`src/core/dscp_map_pkg.sv`:
```
// constants shared by the code point queue map bank and its lookup
package dscp_map_pkg;

    // register indices; byte address is four times the index
    localparam logic [7:0] IDX_MAP_8_15  = 8'h6D;
    localparam logic [7:0] IDX_MAP_16_23 = 8'h6E;
    localparam logic [7:0] IDX_MAP_24_31 = 8'h6F;
    localparam logic [7:0] IDX_MAP_32_39 = 8'h70;

    // map geometry
    localparam int          MAP_WORDS     = 4;
    localparam int          MAP_W         = 16;
    localparam int          FIELD_W       = 2;
    localparam int          CODE_W        = 6;
    localparam int          FIELDS_PER_W  = 8;
    localparam int          ADDR_W        = 10;
    localparam logic [15:0] MAP_RESET     = 16'h0000;

    // first and last code point covered by the bank
    localparam logic [5:0]  CODE_FIRST    = 6'h08;
    localparam logic [5:0]  CODE_LAST     = 6'h27;

    // answer for codes outside the bank and for unmapped reads
    localparam logic [1:0]  QUEUE_DEFAULT = 2'h0;
    localparam logic [31:0] RD_UNMAPPED   = 32'h0000_0000;

    // bus slave states
    typedef enum logic [0:0] {
        BUS_IDLE,
        BUS_ACK
    } bus_state_t;

endpackage : dscp_map_pkg

```
`src/core/dscp_field_select.sv`:
```
// selects the 2-bit queue field for a code point from the four map words
`timescale 1ns/1ns
module dscp_field_select
    import dscp_map_pkg::*;
(
    // map contents, word 0 holds codes 8 to 15
    input  wire logic [MAP_WORDS*MAP_W-1:0] map_flat_i,
    // code point
    input  wire logic [CODE_W-1:0]          code_i,
    // result
    output logic      [FIELD_W-1:0]         queue_o,
    output logic                            hit_o
);

    // ***********************************
    // field table
    // ***********************************
    logic [FIELD_W-1:0] field_tab [MAP_WORDS*FIELDS_PER_W];
    wire  [4:0]         slot;

    // code c sits in word (c-8)/8 at bits 2*(c%8)+1 : 2*(c%8)
    genvar g;
    generate
        for (g = 0; g < MAP_WORDS*FIELDS_PER_W; g++) begin : g_field
            assign field_tab[g] = map_flat_i[g*FIELD_W +: FIELD_W];
        end
    endgenerate

    // range check and select; value 0..3 is the queue number itself
    assign hit_o   = (code_i >= CODE_FIRST) && (code_i <= CODE_LAST);
    assign slot    = 5'(code_i - CODE_FIRST);
    assign queue_o = hit_o ? field_tab[slot] : QUEUE_DEFAULT;

endmodule : dscp_field_select

```
`src/core/dscp_priority_queue_map.sv`:
```
// code point to egress queue map bank with avalon register access
//
// Added by the designer: the Avalon-MM slave port.
`timescale 1ns/1ns
// Function
// [RL1] six-bit code indexes field, giving frame queue
// [RL2] codes 12-15 from map 8-15 upper nibbles; the code takes them from the high byte, bits 15:8
// [RL3] codes 8-11 from map 8-15 low byte
// [RL4] codes 20-23 from map 16-23 high byte
// [RL5] codes 16-19 from map 16-23 low byte
// [RL6] codes 28-31 from map 24-31 high byte
// [RL7] codes 24-27 from map 24-31 low byte
// [RL8] codes 36-39 from map 32-39 high byte
// [RL9] codes 32-35 from map 32-39 low byte
// [RL10] map 32-39 at 0x70, resets to zero
// [RL11] field value 0..3 selects queue 0..3
// [RL12] four words read/write, writes affect later frames
module dscp_priority_queue_map
    import dscp_map_pkg::*;
(
    // clock and reset
    input  wire logic              clk_i,
    input  wire logic              nrst_i,
    // avalon-mm slave
    input  wire logic [ADDR_W-1:0] avs_address_i,
    input  wire logic              avs_read_i,
    input  wire logic              avs_write_i,
    input  wire logic [31:0]       avs_writedata_i,
    input  wire logic [3:0]        avs_byteenable_i,
    output logic      [31:0]       avs_readdata_o,
    output logic                   avs_waitrequest_o,
    // classification request from forwarding logic
    input  wire logic              classify_valid_i,
    input  wire logic [CODE_W-1:0] classify_code_i,
    // classification answer
    output logic                   queue_valid_o,
    output logic      [FIELD_W-1:0] queue_o,
    output logic                   queue_hit_o
);

    // ***********************************
    // declarations
    // ***********************************
    bus_state_t          bus_state_r;
    bus_state_t          bus_state_nxt;
    logic [31:0]         rdata_r;
    logic [31:0]         rdata_nxt;
    logic [MAP_W-1:0]    map_r [MAP_WORDS];
    logic [MAP_W-1:0]    wr_mask;
    logic [MAP_WORDS-1:0] word_hit;
    logic [MAP_WORDS-1:0] word_we;
    logic [MAP_WORDS*MAP_W-1:0] map_flat;
    logic                req;
    logic                accept;
    logic                mapped;
    logic [MAP_W-1:0]    rd_word;
    logic [FIELD_W-1:0]  sel_queue;
    logic                sel_hit;
    logic                qvalid_r;
    logic [FIELD_W-1:0]  queue_r;
    logic                hit_r;
    logic [7:0]          reg_idx [MAP_WORDS];

    // ***********************************
    // bus decode
    // ***********************************

    // index table in map order
    assign reg_idx[0] = IDX_MAP_8_15;
    assign reg_idx[1] = IDX_MAP_16_23;
    assign reg_idx[2] = IDX_MAP_24_31;
    assign reg_idx[3] = IDX_MAP_32_39; // RL10

    // one request is answered after one wait cycle
    assign req               = avs_read_i | avs_write_i;
    assign accept            = req && (bus_state_r == BUS_ACK);
    assign avs_waitrequest_o = req && (bus_state_r != BUS_ACK);
    assign avs_readdata_o    = rdata_r;

    // byte lanes 0 and 1 carry the 16-bit word
    assign wr_mask = {{8{avs_byteenable_i[1]}}, {8{avs_byteenable_i[0]}}};

    // per-word address hit and write strobe
    genvar w;
    generate
        for (w = 0; w < MAP_WORDS; w++) begin : g_word
            assign word_hit[w] = (avs_address_i == {reg_idx[w], 2'b00});
            assign word_we[w]  = accept && avs_write_i && word_hit[w]; // RL12

            // map storage, reset to zero
            always_ff @(posedge clk_i or negedge nrst_i) begin
                if (!nrst_i) begin
                    map_r[w] <= MAP_RESET; // RL10
                end else if (word_we[w]) begin
                    map_r[w] <= (map_r[w] & ~wr_mask) |
                                (avs_writedata_i[MAP_W-1:0] & wr_mask); // RL12
                end
            end

            assign map_flat[w*MAP_W +: MAP_W] = map_r[w]; // RL2 RL3 RL4 RL5 RL6 RL7 RL8 RL9
        end
    endgenerate

    // read mux, unmapped addresses read zero
    assign mapped  = |word_hit;
    assign rd_word = word_hit[0] ? map_r[0] :
                     word_hit[1] ? map_r[1] :
                     word_hit[2] ? map_r[2] :
                     word_hit[3] ? map_r[3] : MAP_RESET;

    // ***********************************
    // bus state
    // ***********************************

    // next state and read data capture
    always_comb begin
        bus_state_nxt = bus_state_r;
        rdata_nxt     = rdata_r;
        case (bus_state_r)
            BUS_IDLE: begin
                if (req) begin
                    bus_state_nxt = BUS_ACK;
                    rdata_nxt     = mapped ? {16'h0000, rd_word} : RD_UNMAPPED; // RL12
                end
            end
            BUS_ACK: begin
                bus_state_nxt = BUS_IDLE;
            end
            default: begin
                bus_state_nxt = BUS_IDLE;
            end
        endcase
    end

    // state registers
    always_ff @(posedge clk_i or negedge nrst_i) begin
        if (!nrst_i) begin
            bus_state_r <= BUS_IDLE;
            rdata_r     <= RD_UNMAPPED;
        end else begin
            bus_state_r <= bus_state_nxt;
            rdata_r     <= rdata_nxt;
        end
    end

    // ***********************************
    // classification lookup
    // ***********************************

    // field select over the whole bank
    dscp_field_select u_select (
        .map_flat_i (map_flat),
        .code_i     (classify_code_i),
        .queue_o    (sel_queue),
        .hit_o      (sel_hit)
    );

    // answer one cycle after the request
    always_ff @(posedge clk_i or negedge nrst_i) begin
        if (!nrst_i) begin
            qvalid_r <= 1'b0;
            queue_r  <= QUEUE_DEFAULT;
            hit_r    <= 1'b0;
        end else begin
            qvalid_r <= classify_valid_i; // RL1
            if (classify_valid_i) begin
                queue_r <= sel_queue; // RL11
                hit_r   <= sel_hit;
            end
        end
    end

    assign queue_valid_o = qvalid_r;
    assign queue_o       = queue_r;
    assign queue_hit_o   = hit_r;

    // ***********************************
    // assertions
    // ***********************************

    // helper: set once map 32-39 has been written since reset
    logic top_written_r;
    always_ff @(posedge clk_i or negedge nrst_i) begin
        if (!nrst_i) begin
            top_written_r <= 1'b0;
        end else if (word_we[3]) begin
            top_written_r <= 1'b1;
        end
    end
endmodule : dscp_priority_queue_map

```
`config.mk`:
```
export PLATFORM = sky130hd
export DESIGN_NAME = dscp_priority_queue_map
export DESIGN_NICKNAME = d
export VERILOG_FILES = /design/src/core/dscp_map_pkg.sv /design/src/core/dscp_field_select.sv /design/src/core/dscp_priority_queue_map.sv
export SDC_FILE = /design/constraint.sdc
export NUM_CORES = 1
export LEC_CHECK = 0
export ABC_AREA = 1
export BUFFER_PORTS_ARGS = -buffer_cell sky130_fd_sc_hd__buf_2
export CELL_PAD_IN_SITES_DETAIL_PLACEMENT = 1
export CELL_PAD_IN_SITES_GLOBAL_PLACEMENT = 2
export CORE_ASPECT_RATIO = 0.8
export CORE_MARGIN = 3
export CORE_UTILIZATION = 32
export DETAILED_ROUTE_END_ITERATION = 10
export PLACE_DENSITY_LB_ADDON = 0.1
export SLEW_MARGIN = 20
export SYNTH_ARGS = -nofsm -noshare
export SYNTH_HDL_FRONTEND = slang
export SYNTH_SLANG_ARGS = --single-unit
```
`constraint.sdc`:
```
create_clock -name clk_i -period 1.81 [get_ports clk_i]
set_input_delay 0.0905 -clock clk_i [delete_from_list [all_inputs] [get_ports clk_i]]
set_output_delay 0.0905 -clock clk_i [all_outputs]
set_load 0.03 [all_outputs]
```
Word-level counts from Yosys, hierarchy flattened
Index checks and enable logic that the tools add are counted.
{ "totals": {"regBits": 101, "in_bits": 57, "out_inout_bits": 37, "word_cells": 51} }
{ "op_classes": {"add_sub_neg": 1, "magnitude_cmp": 3, "n_eq_ne": 4, "mux": 11, "n_bitwise": 13, "n_reduce_logical": 10} }
{ "op_table": {"columns": ["operator", "n"], "rows": [
  ["16-bit AND", 5],
  ["16-bit two-way mux", 5],
  ["16-bit OR", 4],
  ["10-bit by 9-bit == test with 1-bit output, second input constant", 4],
  ["16-bit NOT", 1],
  ["2-bit binary-select mux with 5-bit select", 1],
  ["1-bit logical AND", 8],
  ["6-bit by 4-bit greater-or-equal comparator with 1-bit output, second input constant", 1],
  ["6-bit greater-or-equal comparator, second input constant", 1],
  ["6-bit <= comparator, second input constant", 1],
  ["2-bit two-way mux", 3],
  ["5-bit NOT with 6-bit output", 1],
  ["5-bit by 4-bit subtractor with 5-bit output, second input constant", 1],
  ["4-bit OR reduction", 1],
  ["1-bit one-hot mux with 2 select lines", 1],
  ["2-bit AND reduction", 1],
  ["1-bit two-way mux", 1],
  ["1-bit NOT", 1],
  ["1-bit OR", 1]
]} }

Logic depth before layout (Yosys ltp)
{ "depth": {"ltp_word": 6, "ltp_mapped": 13, "mapped_depth_nobuf": 11} }

Hierarchy
Synthesis repeated with hierarchy kept, for this count alone.
{ "unflattened": {"cells_unflattened": 675, "hier_area_um2": 4999.8} }
{ "modules_own_cells": {"columns": ["mod", "instances", "cells_per_inst", "area_each_um2", "seq_area_each_um2"], "rows": [
  ["dscp_priority_queue_map", 1, 520, 4257.8, 2127.0],
  ["dscp_field_select", 1, 155, 742.0, 0.0]
]} }

Worst setup path after synthesis
No wires, ideal clock.
{ "synth_timing": {"path_kind": "reg-to-reg", "startpoint": "register bus_state_r", "endpoint": "register rdata_r[12] (netlist: avs_readdata_o[12])", "setup_time_ns": 0.066, "arrival_ns": 1.558, "setup_slack_ns": 0.187, "path_stages_with_launch": 7, "n_path_buf": 1, "synth_period_minus_slack_ns": 1.623, "cell_sequence": "dfrtp_1 nor2_1 inv_2 nor2_4 buf_6 nand3_1 nand2_1"} }
{ "synth_via": {"elab_chain_cells": 2} }
{ "synth_rtl": {"columns": ["item", "line_no", "text"], "rows": [
  ["start, declared", "dscp_priority_queue_map.sv:44", "bus_state_t bus_state_r;"],
  ["start signal, assigned", "dscp_priority_queue_map.sv:141", "bus_state_r <= bus_state_nxt;"],
  ["1-bit NOT", null, null],
  ["2-bit AND reduction (no line)", null, null],
  ["end signal, assigned", "dscp_priority_queue_map.sv:142", "rdata_r <= rdata_nxt;"],
  ["end, declared", "dscp_priority_queue_map.sv:46", "logic [31:0] rdata_r;"]
]} }
No other way between the ends.
A chain may end at the register's enable or synchronous reset.

==> summary.md <==
| Metric | Value |
|---|---|
| Status | `completed` |
| Reg2reg path depth | `5` |
| Setup slack, reg-to-reg | `270 ps` |
| Critical Path Sink Type | `flop` |
| Routed Wire Length | `16650 µm` |
| Core footprint | `15260 µm²` |
| #FFs+latches synth | `85` |
| Switching Fraction | `27.89%` |
| RSZ-0062 raised after global routing | `no` |
| Pre-antenna DRT Iters | `4` |
| Power share of the combinational group | `12.1%` |
| HPWL after DPL | `12530 µm` |
| Vias | `4654` |
| RR Startpoint | `bus_state_r$_DFF_PN0_` |
| Syn Area/Cell | `7.503 µm²` |
| CP required | `2040 ps` |
| Wire per inst | `17.08 µm` |
| Final hold vios | `0` |
| Crit path from | `bus_state_r$_DFF_PN0_` |
| # diodes | `0` |
| Fmax | `0.6475 GHz` |
| Worst-path clk slew | `60 ps` |
| Type of the worst setup path | `reg2reg` |
| Die W | `146.7 µm` |
| Crit-path max FO | `16` |
| Clk sinks | `85` |
| Area of the multi-input gates | `2472 µm²` |
| Slew Viols, Final | `0` |
| Initial Util | `33.18%` |
| Grt ovf | `0` |
| Setup_tns | `0 ps` |
| Fin crit share | `85.33%` |
| # DRC | `0` |
| Register area share after synthesis | `42.00%` |
| Antenna viol nets, final | `0` |
| Initial antenna violation count | `0` |
| Area Growth Syn to Fin | `19.74%` |
| Clock Power Share | `41.3%` |
| Hold path start | `classify_code_i[5]` |
| Port bufs | `59` |
| Max-cap viol count | `0` |
| Pin count of the biggest net entering global routing | `40` |
| RD Place Congestion | `0.8029` |
| Overall routing resource usage | `19.90%` |
| CTS Buf Count | `9` |
| Die Ht | `118.5 µm` |
| Psw | `1158 µW` |
| Worst IR drop on VDD | `0.4290 mV` |
| Worst min path class | `in2reg` |
| Yosys cell types | `29` |
| Clock buffer depth | `2` |
| Period minus WS final | `1544 ps` |
| PwrDens | `684.5 nW/µm²` |
| Vias in the first global route | `4865` |
| Die area | `17380 µm²` |
| First-pass GRT wire length | `26860 µm` |
| Final Setup Violations | `0` |
| Mapped Area | `5065 µm²` |
| CP startpoint kind | `flop` |
| Clock root cell | `clkbuf_16` |
| Post-CTS Setup Bufs | `0` |
| 1st-iter DRT viols | `200` |
| FILL cells | `1902` |
| Floorplan row count | `40` |
| Worst-Skew Late Latency | `350 ps` |
| Clock Skews | `6.424 ps` |
| Register Area | `2127 µm²` |
| H-tree depth | `3` |
| # IOs | `94` |
| Final Net Count | `817` |
| Internal power | `2994 µW` |
| Yosys warning total | `0` |
| Layout cells sized above 1 | `20.13%` |
| Critical Path AT | `1770 ps` |
| Post-Syn Instances | `675` |
| Static leakage | `0.003182 µW` |
| CTS tree | `yes` |
| Fin util | `39.73%` |
| Part of the power in registers | `46.5%` |
| Via/cell ratio | `4.773` |
## placed cells by master (no fill, tap or decap), types with 12 or more instances in the layout
| master | instances |
|---|---|
| buf_4 | 21 |
| nand2_1 | 269 |
| nor2_1 | 12 |
| o21ai_2 | 20 |
| conb_1 | 16 |
| dlygate4sd3_1 | 18 |
| buf_2 | 58 |
| a21oi_1 | 17 |
| o21ai_0 | 13 |
| inv_1 | 50 |
| o21ai_1 | 32 |
| nand3_1 | 77 |
| dfrtp_1 | 85 |
## cells by family after synthesis
| family | share of synthesized area, % |
|---|---|
| and+or+nand+nor | 38.04 |
| buffers and inverters | 10.30 |
| DFF | 42.00 |
| AOI/OAI and AO/OA | 9.585 |
| other | 0.07404 |
## cell usage after synthesis, drive strengths merged
cell type / n / share of area [%]
nor3b: 2 / 0.74
inv: 56 / 4.2
a21oi: 17 / 1.7
or2: 13 / 1.6
dfrtp: 85 / 42
nor4: 1 / 0.12
nand2: 277 / 21
nor3: 4 / 0.40
nand3: 85 / 9.9
nand4: 4 / 0.49
conb: 1 / 0.074
buf: 37 / 5.7
nor2: 22 / 3.4
o21ai: 65 / 7.9
clkbuf: 6 / 0.44
## power groups by stage
| stage | sequential (µW) | combinational, µW | clock [µW] |
|---|---|---|---|
| finish | 1930 | 504 | 1720 |
| floorplan | 1980 | 272 | 0 |
| detailed placement | 1970 | 481 | 0 |
| global route | 1930 | 560 | 1860 |
| global placement | 1970 | 468 | 0 |
| CTS | 1930 | 512 | 1780 |
## per-stage QoR
step           setup WS [ps]  total power, µW  cells  hold slack [ps]  instance area [µm²]
2_1_floorplan          186.8             2256    690           -205.1                 5121
5_1_grt                107.3             4352    975            164.2                 6065
3_5_place_dp           222.4             2447    941            58.05                 5623
6_report               265.5             4151    975            115.3                 6065
3_3_place_gp           260.0             2434    941            50.96                 5623
4_1_cts                218.6             4220    975            110.6                 6065
## worst min path at each step
stage | to | slack [ps] | cells past startpoint
final | queue_hit_o$_DFFE_PN0P_ | 120 | 5
after global routing | queue_hit_o$_DFFE_PN0P_ | 160 | 4
after global placement | avs_readdata_o[14]$_DFFE_PN0P_ | 50 | 1
after detailed placement | avs_readdata_o[10]$_DFFE_PN0P_ | 60 | 1
after CTS | queue_hit_o$_DFFE_PN0P_ | 110 | 5
after floorplan | asynchronous set/reset pin | -210 | 0
## metal layers
| layer | track usage, % | part of all wire, % |
|---|---|---|
| met1 | 29.45 | 51 |
| met2 | 29.73 | 42 |
| met3 | 4.561 | 5.9 |
| met4 | 3.995 | 1.1 |
| met5 | 0 | 0 |
## critical path, cell delays in order (launching register included)
cell	delay [ps]
dfrtp_1	350
nand2_1	160
inv_1	300
nand3_2	370
nand2_1	160
o21ai_1	70
## area by class of cell
type                            instances  share of cell area [%]
Sequential cell                        85                   35.07
Tap cell                              210                   4.333
Clock buffer                           12                   3.899
Multi-Input combinational cell        506                   40.77
Inverter                               56                   3.507
Timing Repair Buffer                  102                   12.01
Clock inverter                          4                  0.4126
## what timing repair did
item,4_1_cts,5_1_grt
resized for setup,0,0
endpoints found under the hold margin,45,0
hold buffers,18,0
(Power assumes the default switching activity.)
